===== src/hw/lssp_pkg.sv =====
// shared constants for the legacy spi slave port
package lssp_pkg;
	localparam int LSSP_DATA_W = 8;
	localparam int LSSP_FRAME_BITS = 11;
	localparam int LSSP_BIT_DIR = 0;
	localparam int LSSP_BIT_REG = 1;
	localparam int LSSP_BIT_DATA0 = 2;
	localparam int LSSP_BIT_STAT = 10;
	localparam logic LSSP_DIR_READ = 1'b1;
	localparam logic LSSP_DIR_WRITE = 1'b0;
	localparam logic LSSP_REG_DATA = 1'b1;
	localparam logic LSSP_REG_STATUS = 1'b0;
	localparam logic LSSP_STAT_OK = 1'b0;
	localparam logic LSSP_STAT_RETRY = 1'b1;
	localparam int LSSP_SCLK_DIV = 4;
	localparam int LSSP_GAP_SCLK = 1;
	localparam int LSSP_BUF_DEPTH = 2;
endpackage : lssp_pkg


===== src/hw/lssp_if.sv =====
// link wires between master and slave ends
`timescale 1ns/1ns
`default_nettype none
interface lssp_if;
	logic sclk;
	logic sel;
	logic mosi;
	logic miso;
	modport slave (input sclk, input sel, input mosi, output miso);
	modport master (output sclk, output sel, output mosi, input miso);
endinterface : lssp_if
`default_nettype wire


===== src/hw/lssp_slave.sv =====
// device end: legacy spi slave with two-entry receive buffer
// Notes on behaviour
// - master holds select high whole cycle
// - select low at least two sclk periods between cycles
// - first bit high means read
// - first bit low means write
// - second bit high data, low status
// - read data shifted out msb first
// - trailing bit low new, high old
// - write data shifted in msb first
// - trailing bit low accepted, high full
`timescale 1ns/1ns
`default_nettype none
module lssp_slave
	import lssp_pkg::*;
#(
	parameter int DATA_W = LSSP_DATA_W
)
(
	// clock and reset
	input wire logic mclk_i,
	input wire logic reset_i,
	// link
	lssp_if.slave link,
	// received words (data register writes)
	output logic rx_valid_o,
	input wire logic rx_ready_i,
	output logic [DATA_W-1:0] rx_data_o,
	// status register writes
	output logic stat_wr_o,
	output logic [DATA_W-1:0] stat_wr_data_o,
	// words to send (data register reads, status_i for status reads)
	input wire logic tx_valid_i,
	output logic tx_ready_o,
	input wire logic [DATA_W-1:0] tx_data_i,
	input wire logic [DATA_W-1:0] status_i
);
	initial
	begin
		if (DATA_W != LSSP_DATA_W)
			$error("lssp_slave: frame layout fixed at eight data bits");
	end
	////////////////////////////////////////////////////////////////////////
	// pin synchronisers
	logic [1:0] sclk_s, sel_s, mosi_s;
	logic sclk_d;
	always_ff @(posedge mclk_i or posedge reset_i)
	begin
		if (reset_i)
		begin
			sclk_s <= 2'h0;
			sel_s <= 2'h0;
			mosi_s <= 2'h0;
			sclk_d <= 1'b0;
		end
		else
		begin
			sclk_s <= {sclk_s[0], link.sclk};
			sel_s <= {sel_s[0], link.sel};
			mosi_s <= {mosi_s[0], link.mosi};
			sclk_d <= sclk_s[1];
		end
	end
	wire logic sel = sel_s[1];
	wire logic rise = sclk_s[1] & ~sclk_d & sel;
	wire logic fall = ~sclk_s[1] & sclk_d & sel;
	wire logic mosi = mosi_s[1];
	////////////////////////////////////////////////////////////////////////
	// two-entry receive buffer
	logic [DATA_W-1:0] buf_mem [LSSP_BUF_DEPTH];
	logic wp, rp;
	logic [1:0] cnt;
	logic push;
	logic [DATA_W-1:0] push_data;
	wire logic buf_full = (cnt == 2'h2);
	wire logic pop = rx_valid_o & rx_ready_i;
	assign rx_valid_o = (cnt != 2'h0);
	assign rx_data_o = buf_mem[rp];
	always_ff @(posedge mclk_i or posedge reset_i)
	begin
		if (reset_i)
		begin
			wp <= 1'b0;
			rp <= 1'b0;
			cnt <= 2'h0;
		end
		else
		begin
			if (push)
				wp <= ~wp;
			if (pop)
				rp <= ~rp;
			cnt <= 2'(cnt + {1'b0, push} - {1'b0, pop});
		end
	end
	always_ff @(posedge mclk_i)
	begin
		if (push)
			buf_mem[wp] <= push_data;
	end
	////////////////////////////////////////////////////////////////////////
	// frame engine
	logic [3:0] bitn;
	logic dir, regsel, fresh;
	logic [DATA_W-1:0] shin, shout, tx_hold;
	logic miso;
	logic stat_wr;
	// refusal is latched when the word is offered, not at the status bit:
	// a push that fills the last free entry was still accepted
	logic refused;
	wire logic data_last = rise & (bitn == 4'(LSSP_BIT_STAT - 1));
	wire logic wr_done = data_last & (dir == LSSP_DIR_WRITE);
	wire logic wr_data = wr_done & (regsel == LSSP_REG_DATA);
	assign push = wr_data & ~buf_full;
	assign push_data = {shin[DATA_W-2:0], mosi};
	wire logic reg_taken = rise & (bitn == 4'(LSSP_BIT_REG));
	wire logic rd_data = reg_taken & (dir == LSSP_DIR_READ)
		& (mosi == LSSP_REG_DATA);
	assign tx_ready_o = rd_data;
	assign link.miso = miso;
	assign stat_wr_o = stat_wr;
	always_ff @(posedge mclk_i or posedge reset_i)
	begin
		if (reset_i)
		begin
			bitn <= 4'h0;
			dir <= 1'b0;
			regsel <= 1'b0;
			fresh <= 1'b0;
			shin <= 8'h00;
			shout <= 8'h00;
			tx_hold <= 8'h00;
			miso <= 1'b0;
			stat_wr <= 1'b0;
			stat_wr_data_o <= 8'h00;
			refused <= 1'b0;
		end
		else
		begin
			stat_wr <= 1'b0;
			if (!sel)
				bitn <= 4'h0;
			else if (rise)
				bitn <= 4'(bitn + 4'h1);
			if (rise && bitn == 4'(LSSP_BIT_DIR))
				dir <= mosi;
			if (reg_taken)
			begin
				regsel <= mosi;
				if (rd_data && tx_valid_i)
				begin
					tx_hold <= tx_data_i;
					shout <= tx_data_i;
					fresh <= 1'b1;
				end
				else if (mosi == LSSP_REG_DATA)
				begin
					shout <= tx_hold;
					fresh <= 1'b0;
				end
				else
				begin
					shout <= status_i;
					fresh <= 1'b1;
				end
			end
			if (rise)
				shin <= {shin[DATA_W-2:0], mosi};
			if (wr_done)
				refused <= wr_data & buf_full;
			if (wr_done && regsel == LSSP_REG_STATUS)
			begin
				stat_wr <= 1'b1;
				stat_wr_data_o <= push_data;
			end
			// miso changes on falling edge, master samples on a later falling edge
			if (fall && bitn >= 4'(LSSP_BIT_DATA0)
				&& bitn < 4'(LSSP_BIT_STAT) && dir == LSSP_DIR_READ)
			begin
				miso <= shout[DATA_W-1];
				shout <= {shout[DATA_W-2:0], 1'b0};
			end
			else if (fall && bitn == 4'(LSSP_BIT_STAT))
			begin
				if (dir == LSSP_DIR_READ)
					miso <= fresh ? LSSP_STAT_OK : LSSP_STAT_RETRY;
				else
					miso <= refused ? LSSP_STAT_RETRY : LSSP_STAT_OK;
			end
		end
	end
endmodule : lssp_slave
`default_nettype wire


===== src/flat_wrapper.sv =====
// flat-port wrapper written by rule: the top's interface ports become plain ports
module lssp_slave_flat import lssp_pkg::*;
#(
	parameter int DATA_W = LSSP_DATA_W
)
  (mclk_i, reset_i, rx_valid_o, rx_ready_i, rx_data_o, stat_wr_o, stat_wr_data_o, tx_valid_i, tx_ready_o, tx_data_i, status_i, link_sclk, link_sel, link_mosi, link_miso);
  lssp_if link_i ();
  input wire logic mclk_i;
  input wire logic reset_i;
  output logic rx_valid_o;
  input wire logic rx_ready_i;
  output logic [DATA_W-1:0] rx_data_o;
  output logic stat_wr_o;
  output logic [DATA_W-1:0] stat_wr_data_o;
  input wire logic tx_valid_i;
  output logic tx_ready_o;
  input wire logic [DATA_W-1:0] tx_data_i;
  input wire logic [DATA_W-1:0] status_i;
  input wire logic [$bits(link_i.sclk)-1:0] link_sclk;
  input wire logic [$bits(link_i.sel)-1:0] link_sel;
  input wire logic [$bits(link_i.mosi)-1:0] link_mosi;
  output wire logic [$bits(link_i.miso)-1:0] link_miso;
  assign link_i.sclk = link_sclk;
  assign link_i.sel = link_sel;
  assign link_i.mosi = link_mosi;
  assign link_miso = link_i.miso;
  lssp_slave #(.DATA_W(DATA_W)) u_core (.mclk_i(mclk_i), .reset_i(reset_i), .link(link_i), .rx_valid_o(rx_valid_o), .rx_ready_i(rx_ready_i), .rx_data_o(rx_data_o), .stat_wr_o(stat_wr_o), .stat_wr_data_o(stat_wr_data_o), .tx_valid_i(tx_valid_i), .tx_ready_o(tx_ready_o), .tx_data_i(tx_data_i), .status_i(status_i));
endmodule

===== config.mk =====
export PLATFORM = sky130hd
export DESIGN_NAME = lssp_slave_flat
export DESIGN_NICKNAME = d
export VERILOG_FILES = /design/src/hw/lssp_pkg.sv /design/src/hw/lssp_if.sv /design/src/hw/lssp_slave.sv /design/src/flat_wrapper.sv
export SDC_FILE = /design/constraint.sdc
export NUM_CORES = 1
export LEC_CHECK = 0
export ABC_AREA = 1
export BUFFER_PORTS_ARGS = -buffer_cell sky130_fd_sc_hd__buf_2
export CAP_MARGIN = 20
export CORE_MARGIN = 2
export CORE_UTILIZATION = 56
export DETAILED_ROUTE_END_ITERATION = 8
export PLACE_DENSITY = 0.78
export REMOVE_ABC_BUFFERS = 1
export SETUP_SLACK_MARGIN = 0.5
export SYNTH_ARGS = -nofsm -noshare
export SYNTH_HDL_FRONTEND = slang
export SYNTH_SLANG_ARGS = --single-unit

===== constraint.sdc =====
create_clock -name mclk_i -period 6.05 [get_ports mclk_i]
set_input_delay 0.3025 -clock mclk_i [delete_from_list [all_inputs] [get_ports mclk_i]]
set_output_delay 0.3025 -clock mclk_i [all_outputs]
set_load 0.01 [all_outputs]

==> results of run 1 <==
layer usage:
metal	track usage, %	share of wire (%)
met5	0	0
met4	11.23	1.4
met3	3.333	5.0
met2	34.44	48
met1	25.82	46
worst paths after layout:
path                       slack, ps             start                  endpoint
max                             3730  u_core.sclk_s[1]      u_core.buf_mem[1][5]
min                               60         link_sclk          u_core.sclk_s[0]
max reg2reg                     3730  u_core.sclk_s[1]      u_core.buf_mem[1][5]
min reg2reg                      350  u_core.mosi_s[0]          u_core.mosi_s[1]
max in group asynchronous       5050           reset_i  u_core.stat_wr_data_o[2]
min in group asynchronous        490           reset_i         u_core.tx_hold[6]
placed cells by master, fill, tap and decap left out, types with 3 or more instances in the layout:
cell and n:
nand4_1 9, inv_1 28, clkinv_1 4, edfxtp_1 16
buf_2 42, nor2_1 9, mux2_2 8, ha_1 5
clkbuf_8 10, dfrtp_1 52, nand3_1 22, o21ai_0 21
inv_2 3, nor2_2 3, nand2_1 120
kinds of logic after synthesis:
kind of cell             count (synthesis)  share of synthesized area (%)
AND/OR/NAND/NOR                        176                          26.05
multiplexers                             8                          2.899
XOR/XNOR                                 3                         0.8456
adder cells (fa/ha/maj)                  5                          2.013
flip-flops                              68                          57.33
buffers and inverters                   43                          6.682
AO/OA/AOI/OAI                           25                          4.186
state kept, by name (all words and copies together) (netlist names), 2 cells and up:
name,cells
u_core.sel_s,2
u_core.tx_hold,8
u_core.shin,7
u_core.buf_mem,16
u_core.sclk_s,2
u_core.bitn,4
u_core.stat_wr_data_o,8
u_core.cnt,2
u_core.mosi_s,2
u_core.shout,8
critical path, delay by kind of cell, from the launching register on:
kind          cells  cell delay (ps)
flops             1              480
simple gates      4             1470
cell type report:
type	count	area, um^2
flip-flops and latches	68	1782
repair buffers	44	240.2
clock buffers	11	141.4
multi-input cells	217	1119
well taps	72	90.09
clock inverters	5	27.53
fillers	449	1916
inverters	33	123.9
power by group:
part	switching [uW]	internal, uW
Sequential	52.8	527
Clock	163	156
Combinational	98.1	85.3
repair_timing:
action	4_1_cts	5_1_grt
setup endpoints to repair	0	0
hold endpoints to repair	0	14
hold buffers	0	1
buffers inserted	0	0
metrics by stage:
step	instance area, um^2	power (uW)	setup slack, ps	hold WS (ps)
floorplan	3024	711.8	4013	331.2
detailed placement	3324	770.9	3727	334.7
global route	3523	1146	3536	53.00
CTS	3493	1089	3724	51.68
finish	3523	1082	3725	63.99
global placement	3324	765.3	3801	337.3
==> metrics.cfg, run 1 <==
[outcome]
status=complete, no violations

[global_route]
grt_pass1_wl_um=9839
antenna_found_initial=0
grt_pass1_vias=2250
grt_use_total_pct=20.66
grt_max_degree=53
grt_overflow_total=0

[layout]
drive_above_1_share_pct=20.90
finalNonFillerCells=450
post-route-util_pct=64.78
syn2layout_area_growth_pct=13.37
diodes=0
nets=401

[power]
power.density_nw_per_um2=307.2
p_leak_uw=0.001845
ir_drop_uv=149.2

[yosys]
ys_seq_area_share_pct=57.33
yosys_most_used_dff=dfrtp_1
synth.cell_area_um2=3108
syn_avg_cell_area_um2=9.476
yosysMostFrequentCell=nand2_1
synth_edf_count=16
ys_top_cells_by_area=dfrtp_1 (42%), edfxtp_1 (15%), nand2_1 (14%)
ys_types=32
yosysTopAreaCell=dfrtp_1
synth_common_cells=nand2_1 (120), dfrtp_1 (52), inv_1 (29)
ys_seq_elements=68
synth_top_area_share_pct=41.87
async_flop_share_pct=76.47
syn_inst=328
yosysWarnings=0

[sta]
final-hold-violation-count=0
rsz0062_at_grt=no
drv_slew=0
setup_viol=0
timing.final.crit_period_ps=2325
max_freq_mhz=430.1
final.setup.tns_ps=0
tightestPinTransition_ps=669.2
skew_ps=7.119
post-route-period-util_pct=38.43
slew_headroom_pct=55.22

[setup_path]
critPathCaptureType=flip-flop
required_ps=6020
start_kind=flip-flop
crit_slowest_cell=nor2_1
critPathMaxStageDelay_ps=570
arrival_ps=2300
ff2ff_path_depth=4
crit_fanout=11
crit_type=reg -> reg
crit_chain=nand3_2 > nor3_2 > nand3_1 > nor2_1

[clock_tree]
cts_resized=0
cts_tree=done
cts_root_buf=clkbuf_8
clk_pin_slew_ps=70
cts.sinks=68
cts_buffers=9
clock_latency_ps=340
htreeDepth=3
clockBufferDepth=2

[place]
dpl.hpwl_um=3889
placement.io_buffers=42
dp_cells=432
gp_congestion=0.7749

[die]
rows=27
pin_count=43
dieArea_um2=6162
die-width_um=78.50
die_y_um=78.50
core_area_um2=5439
start_util_pct=57.14

[detailed_routing]
dr_total_vias=2284
drt_iter0_markers=132
drt-wirelength-per-cell_um=12.43
drt_wl_total_um=5595
ant_nets=0
viasPerCell=5.076
drtPass1Iterations=4
drc=0

[worst_hold_path]
hold_path.class=in -> reg
holdPathStages=1

[flow_run]
cap_violations=0

No activity file was read; power rests on OpenSTA's default activity.
==> run 2: changes to the inputs <==
--- a/config.mk
+++ b/config.mk
@@ -9,9 +9,9 @@
 export BUFFER_PORTS_ARGS = -buffer_cell sky130_fd_sc_hd__buf_2
 export CAP_MARGIN = 20
 export CORE_MARGIN = 2
-export CORE_UTILIZATION = 56
+export CORE_UTILIZATION = 51
 export DETAILED_ROUTE_END_ITERATION = 8
-export PLACE_DENSITY = 0.78
+export PLACE_DENSITY = 0.75
 export REMOVE_ABC_BUFFERS = 1
 export SETUP_SLACK_MARGIN = 0.5
 export SYNTH_ARGS = -nofsm -noshare
==> constraint.sdc (replaced) <==
create_clock -name mclk_i -period 2.1 [get_ports mclk_i]
set_input_delay 0.105 -clock mclk_i [delete_from_list [all_inputs] [get_ports mclk_i]]
set_output_delay 0.105 -clock mclk_i [all_outputs]
set_load 0.01 [all_outputs]
==> metrics.cfg, run 2 (same netlist as run 1, synthesis figures left out) <==
[outcome]
status=complete, no violations  ; unchanged

[setup_path]
critPathTopFamily=simple AND/OR/NAND/NOR gates  ; unchanged
rrSetupSlack_ps=430  ; was 3730 ps
crit_buf_inv=2  ; was 0
crit_slowest_cell=dfrtp_1  ; was nor2_1
crit_chain=inv_2 > ha_4 > nand2_4 > nor3_4 > nand3_2 > nor2_2 > buf_6  ; was nand3_2 > nor3_2 > nand3_1 > nor2_1
critPathMaxStageDelay_ps=400  ; was 570 ps
critPathCaptureType=flip-flop  ; unchanged
required_ps=2160  ; was 6020 ps
crit_fanout=8  ; was 11
start_kind=flip-flop  ; unchanged
crit_type=reg -> reg  ; unchanged
arrival_ps=1730  ; was 2300 ps

[detailed_routing]
ant_nets=0  ; unchanged
dr_total_vias=2429  ; was 2284
drt_iter0_markers=195  ; was 132
viasPerCell=5.019  ; was 5.076
drt-wirelength-per-cell_um=13.25  ; was 12.43 um
drtPass1Iterations=4  ; unchanged
drt_wl_total_um=6412  ; was 5595 um
drc=0  ; unchanged

[die]
start_util_pct=52.49  ; was 57.14%
die_y_um=82.07  ; was 78.50 um
dieArea_um2=6735  ; was 6162 um^2
pin_count=43  ; unchanged
die-width_um=82.07  ; was 78.50 um
rows=28  ; was 27
core_area_um2=5921  ; was 5439 um^2

[place]
place_area_um2=3373  ; was 3324 um^2
dpl.hpwl_um=4047  ; was 3889 um
placement.io_buffers=42  ; unchanged
gp_congestion=0.8395  ; was 0.7749

[clock_tree]
cts_buffers=9  ; unchanged
cts_root_buf=clkbuf_8  ; unchanged
clock_latency_ps=350  ; was 340 ps
clockBufferDepth=2  ; unchanged
cts.sinks=68  ; unchanged
cts_tree=done  ; unchanged
clk_pin_slew_ps=70  ; about the same
htreeDepth=3  ; unchanged

[sta]
drv_slew=0  ; unchanged
rsz0062_at_grt=yes  ; was no
final.setup.tns_ps=0  ; unchanged
final-hold-violation-count=0  ; unchanged
post-route-period-util_pct=79.59  ; was 38.43%
slew_headroom_pct=55.58  ; was 55.22%
timing.final.crit_period_ps=1671  ; was 2325 ps
skew_ps=8.669  ; was 7.119 ps
max_freq_mhz=598.3  ; was 430.1 MHz
setup_viol=0  ; unchanged
tightestPinTransition_ps=666.3  ; was 669.2 ps

[power]
p_seq_share_pct=49.0  ; was 53.6%
pwr-share-clk_pct=33.1  ; was 29.5%
p_leak_uw=0.002048  ; was 0.001845 uW
swShare_pct=28.20  ; was 28.99%
ir_drop_uv=563.5  ; was 149.2 uV
internal-power_uw=2440  ; was 768.5 uW
combPwrFrac_pct=17.9  ; was 16.9%
switching_power_uw=958.5  ; was 313.8 uW
power.density_nw_per_um2=869.4  ; was 307.2 nW/um^2

[global_route]
antenna_found_initial=0  ; unchanged
grt_use_total_pct=20.21  ; was 20.66%
grt_max_degree=53  ; unchanged
grt_overflow_total=0  ; unchanged
grt_pass1_vias=2152  ; was 2250
grt_pass1_wl_um=10020  ; was 9839 um

[layout]
largest_reg_flops=16  ; unchanged
nets=432  ; was 401
diodes=0  ; unchanged
most-common-layout-cells=nand2_1 (118), dfrtp_1 (48), buf_2 (42)  ; was nand2_1 (120), dfrtp_1 (52), buf_2 (42)
syn2layout_area_growth_pct=25.76  ; was 13.37%
drive_above_1_share_pct=30.32  ; was 20.90%
mostFrequentLayoutCell=nand2_1  ; unchanged
final_area_um2=3909  ; was 3523 um^2
top_register=u_core.buf_mem  ; unchanged
fill_cells=479  ; was 449

[worst_hold_path]
hold_path.class=in -> reg  ; unchanged

[flow_run]
cap_violations=0  ; unchanged

## run 2: cell types whose count changed in the layout (fill, tap and decap cells not counted), sizes merged
| cell | previous run | this run |
|---|---|---|
| buf | 43 | 70 |
| clkinvlp | 2 | 0 |
| nand4 | 10 | 11 |
| clkbuf | 11 | 13 |
| clkinv | 5 | 4 |
| dlygate4sd3 | 1 | 4 |
| bufinv | 0 | 1 |
## run 2: path summary, 6_finish.rpt
path	depth (start not counted)	to	from
min reg2reg	0	u_core.sel_s[1]	u_core.sel_s[0]
max in group asynchronous	4	u_core.sclk_s[1]	reset_i
min	3	u_core.tx_hold[4]	tx_data_i[4]
max	7	u_core.buf_mem[0][3]	u_core.bitn[1]
max reg2reg	7	u_core.buf_mem[0][3]	u_core.bitn[1]
min in group asynchronous	4	u_core.stat_wr_o	reset_i
## run 2: repair_timing
item / 4_1_cts / 5_1_grt
pin swaps: 4 / 12
gates resized for setup: 16 / 20
hold buffers: 4 / 0
buffers inserted: 7 / 14
gates cloned: 0 / 2
setup endpoints to repair: 46 / 42
endpoints found under the hold margin: 55 / 0
## run 2: stage by stage
| step | total power, uW | cells | hold slack, ps | setup WS (ps) | util, % |
|---|---|---|---|---|---|
| global placement | 2214 | 441 | 213.7 | 239.9 | 56.97 |
| floorplan | 2051 | 318 | 136.4 | 62.73 | - |
| global route | 3586 | 484 | 52.03 | 350.6 | 66.02 |
| CTS | 3386 | 468 | 18.37 | 470.2 | 63.10 |
| finish | 3398 | 484 | 28.39 | 428.6 | 66.02 |
| detailed placement | 2236 | 441 | 214.3 | 163.7 | 56.97 |
## run 2: layout make-up
class / count / area [um^2] / share of cell area [%]
timing repair buffer: 74 / 479.2 / 12.26
clock inverter: 3 / 43.79 / 1.120
multi-input combinational: 218 / 1210 / 30.95
inverter: 33 / 126.4 / 3.233
clock buffer: 13 / 168.9 / 4.321
sequential: 68 / 1787 / 45.71
tap: 75 / 93.84 / 2.401
## run 2: worst min-delay path, stage by stage
cell and delay [ps]:
buf_2 90, nand4_1 90, nand2_1 50
## run 2: power by group through the flow
| stage | logic [uW] | clock network [uW] | registers (uW) |
|---|---|---|---|
| detailed placement | 551 | 0 | 1690 |
| floorplan | 397 | 0 | 1650 |
| finish | 608 | 1130 | 1660 |
| CTS | 578 | 1150 | 1660 |
| global route | 693 | 1200 | 1690 |
| global placement | 535 | 0 | 1680 |
## run 2: layer usage
metal / wire (um) / vias to the layer above / GRT usage (%) / part of all wire [%]
li1: - / 1210 / - / -
met5: 0 / - / 0 / 0
met3: 235 / 10 / 3.956 / 3.7
met2: 3186 / 55 / 32.11 / 50
met1: 2865 / 1154 / 26.25 / 45
met4: 125 / 0 / 10.67 / 1.9
==> run 3: changes to the inputs <==
--- a/config.mk
+++ b/config.mk
@@ -5,13 +5,13 @@
 export SDC_FILE = /design/constraint.sdc
 export NUM_CORES = 1
 export LEC_CHECK = 0
-export ABC_AREA = 1
+export ABC_AREA = 0
 export BUFFER_PORTS_ARGS = -buffer_cell sky130_fd_sc_hd__buf_2
 export CAP_MARGIN = 20
 export CORE_MARGIN = 2
-export CORE_UTILIZATION = 51
+export CORE_UTILIZATION = 56
 export DETAILED_ROUTE_END_ITERATION = 8
-export PLACE_DENSITY = 0.75
+export PLACE_DENSITY = 0.78
 export REMOVE_ABC_BUFFERS = 1
 export SETUP_SLACK_MARGIN = 0.5
 export SYNTH_ARGS = -nofsm -noshare
==> constraint.sdc (replaced) <==
create_clock -name mclk_i -period 1.6 [get_ports mclk_i]
set_input_delay 0.08 -clock mclk_i [delete_from_list [all_inputs] [get_ports mclk_i]]
set_output_delay 0.08 -clock mclk_i [all_outputs]
set_load 0.01 [all_outputs]
==> metrics.cfg, run 3 <==
[outcome]
status=finished, violations left  ; was complete, no violations
failed_checks=setup timing

[flow_run]
cap_violations=0  ; unchanged

[clock_tree]
clk_pin_slew_ps=80  ; was 70 ps
htreeDepth=3  ; unchanged
clock_latency_ps=360  ; was 350 ps
cts_root_buf=clkbuf_8  ; unchanged
cts_buffers=9  ; unchanged
cts_tree=done  ; unchanged
cts.sinks=68  ; unchanged
clockBufferDepth=2  ; unchanged

[sta]
timing.final.crit_period_ps=1805  ; was 1671 ps
final.setup.tns_ps=-6825  ; was 0 ps
whs_ps=61.05  ; was 28.39 ps
setup_viol=44  ; was 0
max_freq_mhz=554.0  ; was 598.3 MHz
skew_ps=9.063  ; was 8.669 ps
final-hold-violation-count=0  ; unchanged
fin_ws_ps=-204.9  ; was 428.6 ps
tightestPinTransition_ps=407.7  ; was 666.3 ps
post-route-period-util_pct=112.8  ; was 79.59%
slew_headroom_pct=72.78  ; was 55.58%
rsz0062_at_grt=yes  ; unchanged
drv_slew=0  ; unchanged

[setup_path]
worstReg2RegEnd=u_core.shout[2]  ; was u_core.buf_mem[0][3]
reg2reg_from=u_core.bitn[1]  ; unchanged
critPathCaptureType=flip-flop  ; unchanged
start_kind=flip-flop  ; unchanged
crit_type=reg -> reg  ; unchanged
rrSetupSlack_ps=-200  ; was 430 ps
required_ps=1830  ; was 2160 ps
ff2ff_path_depth=8  ; was 7
crit_fanout=7  ; was 8
arrival_ps=2040  ; was 1730 ps

[detailed_routing]
drc=0  ; unchanged
dr_total_vias=2279  ; was 2429
viasPerCell=5.627  ; was 5.019
drt_iter0_markers=134  ; was 195
ant_nets=0  ; unchanged
drt-wirelength-per-cell_um=20.28  ; was 13.25 um
drtPass1Iterations=5  ; was 4
drt_wl_total_um=8212  ; was 6412 um

[yosys]
synth_edf_count=16  ; unchanged
synth.cell_area_um2=2988  ; was 3108 um^2
ys_top_cells_by_area=dfrtp_1 (44%), edfxtp_1 (16%), mux2_2 (11%)  ; was dfrtp_1 (42%), edfxtp_1 (15%), nand2_1 (14%)
async_flop_share_pct=76.47  ; unchanged
synth_common_cells=dfrtp_1 (52), mux2_2 (28), edfxtp_1 (16)  ; was nand2_1 (120), dfrtp_1 (52), inv_1 (29)
yosysMostFrequentCell=dfrtp_1  ; was nand2_1
synth_top_area_share_pct=43.55  ; was 41.87%
yosys_most_used_dff=dfrtp_1  ; unchanged
syn_inst=219  ; was 328
ys_types=38  ; was 32
ys_seq_area_share_pct=59.63  ; was 57.33%
yosysWarnings=0  ; unchanged
syn_avg_cell_area_um2=13.64  ; was 9.476 um^2
yosysTopAreaCell=dfrtp_1  ; unchanged
ys_seq_elements=68  ; unchanged

[place]
dpl.hpwl_um=3775  ; was 4047 um
gp_congestion=0.8230  ; was 0.8395
pre_cts_slack_ps=-326.3  ; was 163.7 ps
placement.io_buffers=42  ; unchanged

[layout]
diodes=0  ; unchanged
nets=358  ; was 432
most-common-layout-cells=dfrtp_1 (49), buf_6 (40), buf_2 (32)  ; was nand2_1 (118), dfrtp_1 (48), buf_2 (42)
top_register=u_core.buf_mem  ; unchanged
fill_cells=238  ; was 479
syn2layout_area_growth_pct=49.62  ; was 25.76%
mostFrequentLayoutCell=dfrtp_1  ; was nand2_1
drive_above_1_share_pct=57.31  ; was 30.32%
largest_reg_flops=16  ; unchanged

[global_route]
antenna_found_initial=0  ; unchanged
grt_pass1_vias=2399  ; was 2152
grt_use_total_pct=27.75  ; was 20.21%
grt_max_degree=37  ; was 53
grt_overflow_total=0  ; unchanged
grt_pass1_wl_um=12260  ; was 10020 um

[die]
die-width_um=77.05  ; was 82.07 um
core_area_um2=5140  ; was 5921 um^2
pin_count=43  ; unchanged
rows=26  ; was 28
die_y_um=77.05  ; was 82.07 um
start_util_pct=58.13  ; was 52.49%
dieArea_um2=5936  ; was 6735 um^2

[power]
p_leak_uw=0.002054  ; was 0.002048 uW
ir_drop_uv=723.7  ; was 563.5 uV
power.density_nw_per_um2=1145  ; was 869.4 nW/um^2

[worst_hold_path]
hold_path.class=in -> reg  ; unchanged
holdPathStages=3  ; unchanged
hold_end=u_core.rp  ; was u_core.tx_hold[4]
hold_start=rx_ready_i  ; was tx_data_i[4]

==> run 3: changes by cell type in the layout (fill, tap and decap cells not counted), sizes merged, moves of 8 or more <==
cell         change
buf             +27
dlygate4sd3      +8
inv             -23
mux2            +26
nand2          -107
nand3           -14
nand4            -9
o21ai           -19
==> run 3: worst max-delay path by stage <==
stage                         startpoint                  endpoint  slack (ps)  depth (start not counted)
after floorplan           u_core.bitn[1]      u_core.buf_mem[0][0]        -470                          5
after global placement    u_core.bitn[1]  u_core.stat_wr_data_o[5]        -280                          6
after detailed placement  u_core.bitn[1]  u_core.stat_wr_data_o[2]        -330                          6
after CTS                 u_core.bitn[2]           u_core.shout[3]        -150                          7
after global routing      u_core.bitn[1]      u_core.buf_mem[0][1]        -300                          7
final                     u_core.bitn[1]           u_core.shout[2]        -200                          8
==> run 3: layout make-up <==
class / count / area, um^2 / share of cell area, %
clock buffers: 9 / 123.9 / 2.771
multi-input cells: 136 / 1438 / 32.16
flip-flops and latches: 68 / 1785 / 39.94
inverters: 6 / 22.52 / 0.5038
clock inverters: 7 / 75.07 / 1.679
repair buffers: 109 / 938.4 / 20.99
well taps: 70 / 87.58 / 1.959
==> run 3: layer usage <==
layer	part of all wire, %	vias to the layer above	GRT usage [%]
met3	3.6	19	5.647
met4	2.2	0	10.00
met1	39	1167	33.25
met2	55	77	49.65
met5	0	-	0
li1	-	1016	-
==> run 3: cells by family after synthesis <==
| kind of cell | after synthesis | synth area share, % |
|---|---|---|
| multiplexers | 36 | 13.48 |
| buffers and inverters | 16 | 2.638 |
| AO/OA/AOI/OAI | 23 | 7.706 |
| XOR/XNOR | 8 | 2.345 |
| adder cells (fa/ha/maj) | 5 | 2.094 |
| AND/OR/NAND/NOR | 63 | 12.10 |
| flip-flops | 68 | 59.63 |
==> run 3: stage by stage <==
| step | utilization [%] | std cells | instance area, um^2 | total power [uW] |
|---|---|---|---|---|
| after floorplan | - | 209 | 2932 | 2769 |
| after global placement | 67.31 | 350 | 3460 | 3050 |
| after detailed placement | 67.31 | 350 | 3460 | 3090 |
| after CTS | 84.69 | 399 | 4353 | 4989 |
| after global routing | 86.98 | 405 | 4471 | 5310 |
| final | 86.98 | 405 | 4471 | 5117 |
==> run 3: power breakdown <==
part / switching, uW / total [uW] / internal [uW]
clock network: 708 / 1440 / 730
logic: 542 / 1360 / 818
registers: 269 / 2320 / 2050
total: 1520 / 5120 / 3600
==> run 3: what timing repair did <==
action / CTS / global route
hold buffers: 12 / 0
endpoints found under the setup margin: 71 / 71
cloned: 2 / 0
buffers inserted: 19 / 6
endpoints found under the hold margin: 27 / 0
gates resized for setup: 100 / 18
pin swaps: 20 / 13
==> run 3: worst max-delay path, cell delays in order (launching register included) <==
cell and delay, ps:
dfrtp_1 390, buf_4 140, buf_6 130, o21a_1 200, nor3_4 220, buf_6 150, nor2_4 30, buf_6 120
a221o_1 300
